**src/hdl/cpt_pkg.sv**
```systemverilog
package cpt_pkg;
   localparam int          ADDR_W       = 18;
   localparam int          DATA_W       = 32;
   // Register indices; byte address is four times the index
   localparam logic [15:0] IDX_MODE     = 16'hffc0;
   localparam logic [15:0] IDX_CLKOUT   = 16'hffc1;
   localparam logic [15:0] IDX_RUN0     = 16'hffc2;
   localparam logic [15:0] IDX_RUN1     = 16'hffc3;
   localparam logic [15:0] IDX_RLD0L    = 16'hffc4;
   localparam logic [15:0] IDX_RLD0H    = 16'hffc5;
   localparam logic [15:0] IDX_RLD1L    = 16'hffc6;
   localparam logic [15:0] IDX_RLD1H    = 16'hffc7;
   localparam logic [15:0] IDX_CNT0L    = 16'hffc8;
   localparam logic [15:0] IDX_CNT0H    = 16'hffc9;
   localparam logic [15:0] IDX_CNT1L    = 16'hffca;
   localparam logic [15:0] IDX_CNT1H    = 16'hffcb;
   localparam logic [15:0] IDX_MASK     = 16'hffe2;
   localparam logic [15:0] IDX_FLAG     = 16'hfff2;
   // Field positions
   localparam int          MODE_CHAIN   = 3;
   localparam int          MODE_EVENT   = 2;
   localparam int          MODE_FILT    = 1;
   localparam int          MODE_POL     = 0;
   localparam int          CO_CHAN      = 3;
   localparam int          CO_TOG_EN    = 2;
   localparam int          CO_SRC1      = 1;
   localparam int          CO_SRC0      = 0;
   localparam int          RUN_RATIO    = 2;
   localparam int          RUN_PRESET   = 1;
   localparam int          RUN_RUN      = 0;
   localparam int          IRQ_HI       = 1;
   localparam int          IRQ_LO       = 0;
   // Reset values
   localparam logic [3:0]  NIB_RST      = 4'h0;
   localparam logic [15:0] CNT_RST      = 16'h0000;
   localparam logic [1:0]  BIT2_RST     = 2'h0;
   localparam logic        PORT_IDLE    = 1'b1;
   localparam logic        EV_RST_LVL   = 1'b1;
   // Stable filter ticks before an input level is accepted
   localparam logic [1:0]  FILTER_TICKS = 2'h2;
   typedef enum logic [1:0] {RATIO_1, RATIO_4, RATIO_32, RATIO_256} cpt_ratio_e;
endpackage

```
**src/hdl/cpt_tick_if.sv**
```systemverilog
interface cpt_tick_if;
   logic       lowOsc;
   logic       highOsc;
   logic       srcSel;
   logic       run;
   logic [1:0] ratio;
   logic       preTick;
   logic       evIn;
   logic       filtTick;
   logic       filtEn;
   logic       pol;
   logic       evEn;
   logic       evTick;
   modport presc (input lowOsc, highOsc, srcSel, run, ratio, output preTick);
   modport evin (input evIn, filtTick, filtEn, pol, evEn, output evTick);
   modport core (output lowOsc, highOsc, srcSel, run, ratio, evIn, filtTick, filtEn, pol,
                 evEn, input preTick, evTick);
endinterface

```
**src/hdl/cpt_prescaler.sv**
```systemverilog
module cpt_prescaler (
   input wire logic   clk,
   input wire logic   rst,
   cpt_tick_if.presc  t
);
   logic [7:0] cnt_q;
   logic       tick_q;
   logic       src;
   logic [7:0] lim;

   function automatic logic [7:0] ratioLimit(input logic [1:0] r);
      unique case (cpt_pkg::cpt_ratio_e'(r))
         cpt_pkg::RATIO_1:   ratioLimit = 8'h00;
         cpt_pkg::RATIO_4:   ratioLimit = 8'h03;
         cpt_pkg::RATIO_32:  ratioLimit = 8'h1f;
         cpt_pkg::RATIO_256: ratioLimit = 8'hff;
      endcase
   endfunction

   assign src = t.srcSel ? t.highOsc : t.lowOsc;
   assign lim = ratioLimit(t.ratio);

   always_ff @(posedge clk) begin
      if (rst || !t.run) begin
         cnt_q <= 8'h00;
      end else if (src) begin
         cnt_q <= (cnt_q >= lim) ? 8'h00 : cnt_q + 8'h01;
      end
   end

   always_ff @(posedge clk) begin
      tick_q <= !rst && t.run && src && (cnt_q >= lim);
   end

   assign t.preTick = tick_q;
endmodule

```
**src/hdl/cpt_event_in.sv**
```systemverilog
module cpt_event_in (
   input wire logic  clk,
   input wire logic  rst,
   cpt_tick_if.evin  t
);
   logic       acc_q;
   logic       prev_q;
   logic [1:0] fcnt_q;
   logic       tick_q;

   // Filtered mode: level must hold over the filter ticks before it is taken
   always_ff @(posedge clk) begin
      if (rst) begin
         acc_q  <= cpt_pkg::EV_RST_LVL;
         fcnt_q <= 2'h0;
      end else if (!t.filtEn) begin
         acc_q  <= t.evIn;
         fcnt_q <= 2'h0;
      end else if (t.evIn == acc_q) begin
         fcnt_q <= 2'h0;
      end else if (t.filtTick) begin
         if (fcnt_q == cpt_pkg::FILTER_TICKS - 2'h1) begin
            acc_q  <= t.evIn;
            fcnt_q <= 2'h0;
         end else begin
            fcnt_q <= fcnt_q + 2'h1;
         end
      end
   end

   always_ff @(posedge clk) begin
      if (rst) begin
         prev_q <= cpt_pkg::EV_RST_LVL;
         tick_q <= 1'b0;
      end else begin
         prev_q <= acc_q;
         tick_q <= t.evEn && (acc_q != prev_q) && (acc_q == t.pol);
      end
   end

   assign t.evTick = tick_q;
endmodule

```
**src/hdl/cpt_timer16.sv**
```systemverilog
// Functional notes
// - Timer 0 low, timer 1 high: 16-bit down counter
// - Underflow reloads counter, counting continues
// - Preset bit loads reload value immediately
// - Low nibble read holds higher nibbles
// - Source select: 0 slow, 1 fast oscillator
// - Ratio codes divide by 1, 4, 32, 256
// - Run bit feeds prescaler, output clocks counter
// - Event mode ignores source and ratio
// - Underflow sets high flag, requests interrupt
// - Mask gates request only, flag always set
// - Each underflow inverts the toggle output
// - Enable drives toggle on port bit 2, else high
// - Enable switching may glitch half cycle
// - Serial clock is toggle while running
// - Mode bit: 1 event counter, 0 timer
// - Filter bit enables noise rejection, event only
// - Reload in four read/write nibbles, reset zero
// - Live count in four read-only nibbles
// - Mask register bits 1 and 0, reset zero
// - Flag register two low bits, upper zero
//
// The APB interface to the registers was decided locally.
module cpt_timer16 (
   input  wire logic                        clk,
   input  wire logic                        rst,
   input  wire logic                        psel,
   input  wire logic                        penable,
   input  wire logic                        pwrite,
   input  wire logic [cpt_pkg::ADDR_W-1:0]  paddr,
   input  wire logic [cpt_pkg::DATA_W-1:0]  pwdata,
   output logic      [cpt_pkg::DATA_W-1:0]  prdata,
   output logic                             pready,
   output logic                             pslverr,
   input  wire logic                        lowOscTick,
   input  wire logic                        highOscTick,
   input  wire logic                        eventIn,
   input  wire logic                        filterTick,
   output logic                             irqReq,
   output logic                             outPortBit2,
   output logic                             serialClk
);
   logic [3:0]                   mode_q;
   logic [3:0]                   clkOut_q;
   logic [2:0]                   run0_q;
   logic [2:0]                   run1_q;
   logic [15:0]                  rld_q;
   logic [15:0]                  cnt_q;
   logic [11:0]                  hold_q;
   logic [1:0]                   mask_q;
   logic [1:0]                   flag_q;
   logic                         tog_q;
   logic                         port_q;
   logic                         ser_q;
   logic                         irq_q;
   logic [cpt_pkg::DATA_W-1:0]   prdata_q;
   logic                         pready_q;
   logic                         pslverr_q;
   logic [15:0]                  idx;
   logic                         setup;
   logic                         wr;
   logic                         rdSetup;
   logic                         presetW;
   logic                         running;
   logic                         cntTick;
   logic                         underflow;
   logic [1:0]                   flagClr;
   logic [3:0]                   rdVal;
   logic                         mapped;

   cpt_tick_if tk ();

   assign idx     = paddr[cpt_pkg::ADDR_W-1:2];
   assign setup   = psel && !penable;
   assign wr      = psel && penable && pready_q && pwrite && (paddr[1:0] == 2'h0);
   assign rdSetup = setup && !pwrite;
   assign running = run0_q[cpt_pkg::RUN_RUN];

   function automatic logic hit(input logic [15:0] a, input logic [15:0] r);
      hit = (a == r);
   endfunction

   // Tick sources
   assign tk.lowOsc   = lowOscTick;
   assign tk.highOsc  = highOscTick;
   assign tk.srcSel   = clkOut_q[cpt_pkg::CO_SRC0];
   assign tk.run      = running && !mode_q[cpt_pkg::MODE_EVENT];
   // Ratio is stored in bits 2:1 since the preset bit is not kept
   assign tk.ratio    = run0_q[2:1];
   assign tk.evIn     = eventIn;
   assign tk.filtTick = filterTick;
   assign tk.filtEn   = mode_q[cpt_pkg::MODE_FILT] && mode_q[cpt_pkg::MODE_EVENT];
   assign tk.pol      = mode_q[cpt_pkg::MODE_POL];
   assign tk.evEn     = mode_q[cpt_pkg::MODE_EVENT];

   cpt_prescaler u_presc (
      .clk (clk),
      .rst (rst),
      .t   (tk)
   );

   cpt_event_in u_evin (
      .clk (clk),
      .rst (rst),
      .t   (tk)
   );

   // timer 0 run bit gates counting
   assign cntTick   = running && (mode_q[cpt_pkg::MODE_EVENT] ? tk.evTick : tk.preTick);
   assign presetW   = wr && hit(idx, cpt_pkg::IDX_RUN0) && pwdata[cpt_pkg::RUN_PRESET];
   assign underflow = cntTick && !presetW && (cnt_q == 16'h0000);
   assign flagClr   = (wr && hit(idx, cpt_pkg::IDX_FLAG)) ? pwdata[1:0] : 2'h0;

   always_ff @(posedge clk) begin
      if (rst) begin
         mode_q <= cpt_pkg::NIB_RST;
      end else if (wr && hit(idx, cpt_pkg::IDX_MODE)) begin
         mode_q <= pwdata[3:0];
      end
   end

   always_ff @(posedge clk) begin
      if (rst) begin
         clkOut_q <= cpt_pkg::NIB_RST;
      end else if (wr && hit(idx, cpt_pkg::IDX_CLKOUT)) begin
         clkOut_q <= pwdata[3:0];
      end
   end

   // Preset bit is a strobe and is not stored
   always_ff @(posedge clk) begin
      if (rst) begin
         run0_q <= 3'h0;
         run1_q <= 3'h0;
      end else if (wr && hit(idx, cpt_pkg::IDX_RUN0)) begin
         run0_q <= {pwdata[3:2], pwdata[0]};
      end else if (wr && hit(idx, cpt_pkg::IDX_RUN1)) begin
         run1_q <= {pwdata[3:2], pwdata[0]};
      end
   end

   always_ff @(posedge clk) begin
      if (rst) begin
         rld_q <= cpt_pkg::CNT_RST;
      end else if (wr) begin
         if (hit(idx, cpt_pkg::IDX_RLD0L)) rld_q[3:0]   <= pwdata[3:0];
         if (hit(idx, cpt_pkg::IDX_RLD0H)) rld_q[7:4]   <= pwdata[3:0];
         if (hit(idx, cpt_pkg::IDX_RLD1L)) rld_q[11:8]  <= pwdata[3:0];
         if (hit(idx, cpt_pkg::IDX_RLD1H)) rld_q[15:12] <= pwdata[3:0];
      end
   end

   always_ff @(posedge clk) begin
      if (rst) begin
         cnt_q <= cpt_pkg::CNT_RST;
      end else if (presetW) begin
         cnt_q <= rld_q;
      end else if (cntTick) begin
         cnt_q <= (cnt_q == 16'h0000) ? rld_q : cnt_q - 16'h0001;
      end
   end

   // hold upper nibbles on low read
   always_ff @(posedge clk) begin
      if (rst) begin
         hold_q <= 12'h000;
      end else if (rdSetup && hit(idx, cpt_pkg::IDX_CNT0L)) begin
         hold_q <= cnt_q[15:4];
      end
   end

   always_ff @(posedge clk) begin
      if (rst) begin
         mask_q <= cpt_pkg::BIT2_RST;
      end else if (wr && hit(idx, cpt_pkg::IDX_MASK)) begin
         mask_q <= pwdata[1:0];
      end
   end

   always_ff @(posedge clk) begin
      if (rst) begin
         flag_q <= cpt_pkg::BIT2_RST;
      end else begin
         flag_q[cpt_pkg::IRQ_HI] <= (flag_q[cpt_pkg::IRQ_HI] && !flagClr[cpt_pkg::IRQ_HI])
                                    || underflow;
         flag_q[cpt_pkg::IRQ_LO] <= flag_q[cpt_pkg::IRQ_LO] && !flagClr[cpt_pkg::IRQ_LO];
      end
   end

   always_ff @(posedge clk) begin
      if (rst) begin
         irq_q <= 1'b0;
      end else begin
         irq_q <= |(flag_q & mask_q);
      end
   end

   always_ff @(posedge clk) begin
      if (rst) begin
         tog_q <= 1'b0;
      end else if (underflow) begin
         tog_q <= !tog_q;
      end
   end

   // enable is registered with the toggle, so no hazard here
   always_ff @(posedge clk) begin
      if (rst) begin
         port_q <= cpt_pkg::PORT_IDLE;
      end else begin
         port_q <= clkOut_q[cpt_pkg::CO_TOG_EN] ? tog_q : cpt_pkg::PORT_IDLE;
      end
   end

   always_ff @(posedge clk) begin
      if (rst) begin
         ser_q <= 1'b0;
      end else begin
         ser_q <= running ? tog_q : 1'b0;
      end
   end

   // Read decode
   // count readback: low nibble live, upper nibbles from the hold snapshot
   always_comb begin
      mapped = 1'b1;
      rdVal  = 4'h0;
      unique case (idx)
         cpt_pkg::IDX_MODE:   rdVal = mode_q;
         cpt_pkg::IDX_CLKOUT: rdVal = clkOut_q;
         cpt_pkg::IDX_RUN0:   rdVal = {run0_q[2:1], 1'b0, run0_q[0]};
         cpt_pkg::IDX_RUN1:   rdVal = {run1_q[2:1], 1'b0, run1_q[0]};
         cpt_pkg::IDX_RLD0L:  rdVal = rld_q[3:0];
         cpt_pkg::IDX_RLD0H:  rdVal = rld_q[7:4];
         cpt_pkg::IDX_RLD1L:  rdVal = rld_q[11:8];
         cpt_pkg::IDX_RLD1H:  rdVal = rld_q[15:12];
         cpt_pkg::IDX_CNT0L:  rdVal = cnt_q[3:0];
         cpt_pkg::IDX_CNT0H:  rdVal = hold_q[3:0];
         cpt_pkg::IDX_CNT1L:  rdVal = hold_q[7:4];
         cpt_pkg::IDX_CNT1H:  rdVal = hold_q[11:8];
         cpt_pkg::IDX_MASK:   rdVal = {2'h0, mask_q};
         cpt_pkg::IDX_FLAG:   rdVal = {2'h0, flag_q};
         default:             mapped = 1'b0;
      endcase
      if (paddr[1:0] != 2'h0) begin
         mapped = 1'b0;
      end
   end

   // APB answer: one wait-free access phase after every setup
   always_ff @(posedge clk) begin
      if (rst) begin
         pready_q  <= 1'b0;
         pslverr_q <= 1'b0;
         prdata_q  <= '0;
      end else begin
         pready_q  <= setup;
         pslverr_q <= setup && !mapped;
         prdata_q  <= (rdSetup && mapped) ? {28'h0, rdVal} : '0;
      end
   end

   assign prdata      = prdata_q;
   assign pready      = pready_q;
   assign pslverr     = pslverr_q;
   assign irqReq      = irq_q;
   assign outPortBit2 = port_q;
   assign serialClk   = ser_q;
endmodule

```
**config.mk**
```make
export PLATFORM = sky130hd
export DESIGN_NAME = cpt_timer16
export DESIGN_NICKNAME = d
export VERILOG_FILES = /design/src/hdl/cpt_pkg.sv /design/src/hdl/cpt_tick_if.sv /design/src/hdl/cpt_prescaler.sv /design/src/hdl/cpt_event_in.sv /design/src/hdl/cpt_timer16.sv
export SDC_FILE = /design/constraint.sdc
export NUM_CORES = 1
export LEC_CHECK = 0
export BUFFER_PORTS_ARGS = -buffer_cell sky130_fd_sc_hd__buf_2
export CAP_MARGIN = 40
export CORE_MARGIN = 5
export CORE_UTILIZATION = 55
export DETAILED_ROUTE_END_ITERATION = 12
export PLACE_DENSITY = 0.81
export SYNTH_ARGS = -nofsm -noshare
export SYNTH_HDL_FRONTEND = slang
export SYNTH_SLANG_ARGS = --single-unit
```
**constraint.sdc**
```tcl
create_clock -name clk -period 3.76 [get_ports clk]
set_input_delay 0.188 -clock clk [delete_from_list [all_inputs] [get_ports clk]]
set_output_delay 0.188 -clock clk [all_outputs]
set_load 0.005 [all_outputs]
```
Word-level counts from Yosys, hierarchy flattened:

Cells that the tools add are included.

* logic and storage cells: 133
* output and inout bits: 37
* register bits: 114
* bits of input ports: 59

* eq/ne operators: 24
* $lt $le $gt $ge: 1
* reduce and logical (&&, ||, !) cells: 57
* bitwise logic cells: 6
* muxes and demuxes: 16
* add/subtract/negate cells: 3

Operators with widths (number)
* $eq A16 B16 Y1 const B: 14
* $pmux W4 S14: 1
* $mux W16: 3
* $pmux W8 S4: 1
* $logic_and A1 B1 Y1: 28
* $logic_not A16 Y1: 1
* $sub A16 B1 Y16 const B: 1
* $reduce_or A14 Y1: 1
* $logic_not A1 Y1: 10
* $reduce_and A2 Y1: 5
* $add A8 B1 Y8 const B: 1
* $ge A8 B8 Y1: 1
* $mux W1: 8
* $mux W8: 1
* $reduce_or A2 Y1: 4
* $ne A2 B2 Y1 const B: 3
* $not A1 Y1: 5
* $eq A2 B1 Y1 const B: 2
* $eq A2 B2 Y1 const B: 2
* $logic_not A2 Y1: 2
* $mux W2: 2
* $reduce_bool A2 Y1: 2
* $reduce_and A3 Y1: 1
* $reduce_or A3 Y1: 1
* other kinds (5): 7

Depth between registers and ports, before layout:

* depth after elaboration: 10
* mapped depth: 8
* gate-level depth less buffers: 7

By module:

Synthesis repeated with hierarchy kept, for this count alone.

* cell total of the unflattened synthesis: 558
* area total of the unflattened synthesis: 4852.2 µm²

Modules (own cells, without submodules)
* cpt_timer16: cells an instance 470, instances 1, seq. area each 1441.4 µm², area an instance 4003.8 µm²
* cpt_prescaler: cells an instance 68, instances 1, seq. area each 180.2 µm², area an instance 653.1 µm²
* cpt_event_in: cells an instance 20, instances 1, seq. area each 100.1 µm², area an instance 195.2 µm²

Least setup slack after synthesis:

OpenSTA, ideal clock, no wires.

* path kind: register -> register
* from: reg run0_q[1]
* to: reg u_presc.tick_q, in the netlist u_presc.t.preTick
* data required time: 3.698 ns
* arrival time: 1.935 ns
* clock period less this slack: 1.998 ns
* buffers on the path: 0
* setup time: 0.062 ns
* path slack: 1.762 ns
* stages on the path, launching flop included: 8
* cell sequence: dfxtp_1 or2_2 ha_1 nand2b_1 a21o_1 a211oi_1 o31ai_1 and3b_1

* word-level cells in the longest chain between the ends: 4
* elaborated cells on any way between the ends: 7
* classes of those cells: order compare: 1; eq/ne: 3; mux: 1; reduce/logical: 2

Ends and longest elaborated chain
* start: declaration: RTL line cpt_timer16.sv:45 `logic [2:0] run0_q;`
* start signal: assignment: RTL line cpt_timer16.sv:136 `run0_q <= {pwdata[3:2], pwdata[0]};`
* $eq A2 B2 Y1, or another cell as far along: RTL line cpt_prescaler.sv:12 `unique case (cpt_pkg::cpt_ratio_e'(r))`
* $pmux W8 S4 (*): RTL line cpt_prescaler.sv:12
* $ge A8 B8 Y1 (*): RTL line cpt_prescaler.sv:32 `tick_q <= !rst && t.run && src && (cnt_q >= lim);`
* $logic_and A1 B1 Y1 (*): RTL line cpt_prescaler.sv:32
* end signal: assignment: RTL line cpt_prescaler.sv:32
* end: declaration: RTL line cpt_prescaler.sv:7 `logic tick_q;`

Mark *: on every way between the ends. The rest lies on a longest branch, timed or not.
A chain may end at the register's enable or synchronous reset.

Worst setup path after layout:

* from: reg mode_q[2]
* to: reg cnt_q[8]

* word-level cells in the longest chain between the ends: 3

Ends and longest elaborated chain
* start: declaration: RTL line cpt_timer16.sv:43 `logic [3:0] mode_q;`
* start signal: assignment: RTL line cpt_timer16.sv:116 `mode_q <= cpt_pkg::NIB_RST;`
* start signal: assignment: RTL line cpt_timer16.sv:118 `mode_q <= pwdata[3:0];`
* $mux W1: RTL line cpt_timer16.sv:109 `assign cntTick = running && (mode_q[cpt_pkg::MODE_EVENT] ? tk.evTick : tk.preTick);`
* $logic_and A1 B1 Y1: RTL line cpt_timer16.sv:109
* $reduce_bool A2 Y1 (no line)
* end signal: assignment: RTL line cpt_timer16.sv:155 `cnt_q <= cpt_pkg::CNT_RST;`
* end signal: assignment: RTL line cpt_timer16.sv:157 `cnt_q <= rld_q;`
* end signal: assignment: RTL line cpt_timer16.sv:159 `cnt_q <= (cnt_q == 16'h0000) ? rld_q : cnt_q - 16'h0001;`
* end: declaration: RTL line cpt_timer16.sv:48 `logic [15:0] cnt_q;`

No other way between the ends.

==> results.py <==
metrics = {
    "sta": {
        "min_period_over_period_pct": 59.3,
        "hold_violations": 0,
        "slew_headroom_pct": 50.0,
        "maxSlewViolCount": 0,
        "fin_crit_ps": 2230,
        "fin_hold_ws_ps": 75.1,
        "worst_pin_slew_ps": 748,
        "rsz0062_at_grt": "false",
        "fmax_mhz": 448,
        "tns_ps": 0,
        "setup_viol": 0,
        "finClkSkew_ps": 8.51,
    },
    "pwr": {
        "p_per_area_nw_per_um2": 357,
        "ir_drop_v": 0.000182,
        "p_leak_nw": 2.09,
    },
    "detailed_routing": {
        "drtAntennaViolNets": 0,
        "drc": 0,
        "drt_wl_total_um": 11300,
        "drt-vias-per-instance": 6.08,
        "vias": 4023,
        "drtIter0Drc": 296,
        "first_pass_iters": 5,
        "routedWlPerCell_um": 17.1,
    },
    "critical_path": {
        "critPathTopFamily": "multiplexers",
        "slowest_stage": "a22oi_2",
        "cp_cell_sequence": "mux2_2 -> and4_1 -> a22oi_2 -> mux2i_1 -> o32ai_2",
        "cp_num_buf_inv": 0,
        "cp.arrival_ps": 2460,
        "worstSetupPathType": "register to register",
        "cp-end-kind": "register",
        "slowest_delay_ps": 500,
        "required_ps": 3990,
        "cp-start-kind": "register",
        "worstPathMaxFanout": 8,
    },
    "clocking": {
        "cts-root-buf": "clkbuf_8",
        "clk_pin_slew_ps": 90,
        "numCtsBuffers": 9,
        "htreeDepth": 3,
        "clock-sinks": 86,
        "cts_tree": "yes",
        "clockBufferDepth": 2,
        "cts_resized": 0,
        "hold_buffers": 0,
        "post_cts_buffers": 0,
        "clkLatencyLatePin_ps": 360,
    },
    "synth": {
        "ys_ff_latch": 86,
        "netlist_area_um2": 4650,
        "synth-main-ff-cell": "dfxtp_1",
        "yosys.cell_types.count": 62,
        "synth_top_area_share_pct": 37.0,
        "ys_top_cells_by_area": "dfxtp_1 (37%), mux2i_1 (9.5%), buf_4 (4.8%), nor2_1 (4.8%), nand2_1 (3.9%)",
        "yosysWarningCount": 0,
        "async_reset_ff_share_pct": 0,
        "syn_inst": 529,
        "synth_edf_count": 0,
        "ys_seq_area_share_pct": 37.0,
        "avgSynthCellArea_um2": 8.80,
        "yosys.area.top_type": "dfxtp_1",
    },
    "cells_and_area": {
        "antenna_cells": 0,
        "final_common_cell": "dfxtp_1",
        "finalInstanceArea_um2": 5000,
        "area_growth_syn_to_layout_pct": 7.42,
        "fin_nets": 622,
        "drive_above_1_share_pct": 15.1,
        "layout_common_cells": "dfxtp_1 (86), nor2_1 (59), nand2_1 (48)",
        "final_cells": 662,
    },
    "place": {
        "globalplace.congestion": 0.932,
        "placed_cells": 646,
        "placed_area_um2": 4760,
        "port_buffers": 39,
        "dpl.hpwl_um": 8230,
    },
    "floorplan": {
        "die_area_um2": 10400,
        "num_rows": 33,
        "core_area_um2": 8220,
        "die_x_um": 102,
        "die_y_um": 102,
        "io_pins": 96,
        "start_util_pct": 56.6,
    },
    "grt": {
        "busiest_layer": "met2",
        "overflow": 0,
        "grt.total_usage_pct": 22.6,
        "antenna_found_initial": 0,
        "use_met1_pct": 29.3,
        "met3_usage_pct": 4.78,
        "grt_start_max_net_pins": 36,
        "met2_usage_pct": 35.8,
        "grt_pass1_wl_um": 18500,
        "first_global_vias": 3809,
    },
    "outcome": {
        "outcome": "finished clean",
    },
    "hold_path": {
        "min_path_type": "input port to register",
    },
    "job": {
        "maxCapViolations": 0,
    },
}
final cells by class:
cell class | count | area [um^2]
well taps | 105 | 131
repair buffers | 44 | 230
multi-input cells | 402 | 2650
clock buffers | 10 | 128
clock inverters | 6 | 109
fillers | 692 | 3220
flip-flops and latches | 86 | 1720
inverters | 9 | 33.8
logic make-up after synthesis:
kind of cell	synth area share (%)
AND/OR/NAND/NOR	21.6
multiplexers	13.1
adder cells (fa/ha/maj)	2.96
XOR/XNOR	1.88
AO/OA/AOI/OAI	15.1
other	0.0806
buffers and inverters	8.33
flip-flops	37.0
synthesized netlist by cell type (9+ instances only):
cell and count:
a211oi_1 12, a21oi_1 23, buf_4 30, clkbuf_1 20, dfxtp_1 86, ha_1 11
inv_1 9, mux2_2 9, mux2i_1 44, nand2_1 48, nand3_1 15, nand4_1 14
nor2_1 59, nor3_1 12, o21ai_0 9
per-layer routing:
| layer | wire length (um) | vias up |
|---|---|---|
| met5 | 0 | - |
| met4 | 377 | 0 |
| met3 | 961 | 34 |
| met2 | 5180 | 173 |
| met1 | 4810 | 1900 |
| li1 | - | 1916 |
where the power goes:
part | switching (mW) | leakage [nW] | total [mW] | internal, mW
sequential | 0.00121 | 0.693 | 0.913 | 0.912
combinational | 0.0655 | 1.28 | 0.0942 | 0.0287
clock | 0.335 | 0.121 | 0.777 | 0.442
flip-flops by register name, indices dropped and copies added (netlist names), 2 cells and up:
register,cells
mode_q,4
run1_q,3
u_presc.cnt_q,8
rld_q,16
flag_q,2
prdata,4
clkOut_q,4
run0_q,3
u_evin.fcnt_q,2
cnt_q,16
mask_q,2
hold_q,12
final timing paths:
| check | slack, ps | depth (start not counted) | start | end |
|---|---|---|---|---|
| setup / recovery | 1530 | 5 | mode_q[2]$_SDFFE_PP0P_ | cnt_q[8]$_SDFFE_PP0P_ |
| hold / removal | 80 | 3 | eventIn | u_evin.acc_q$_SDFFE_PP1P_ |
| setup reg to reg | 1530 | 5 | mode_q[2]$_SDFFE_PP0P_ | cnt_q[8]$_SDFFE_PP0P_ |
| hold reg to reg | 440 | 2 | u_evin.fcnt_q[1]$_SDFFE_PP0P_ | u_evin.fcnt_q[1]$_SDFFE_PP0P_ |
worst reg2reg max path: cells and delay by family, from the launching register on:
kind | cells | cell delay (ps)
multiplexers | 2 | 780
AND/OR/NAND/NOR | 1 | 270
flip-flops | 1 | 440
AO/OA/AOI/OAI | 2 | 610
through the flow:
step	power, mW	setup slack, ps	util, %
2_1_floorplan	1.02	1760	-
3_3_place_gp	1.02	1410	57.9
3_5_place_dp	1.03	1390	58.0
4_1_cts	1.78	1560	60.8
5_1_grt	1.83	1420	60.8
6_report	1.78	1530	60.8
(Power assumes the default switching activity.)
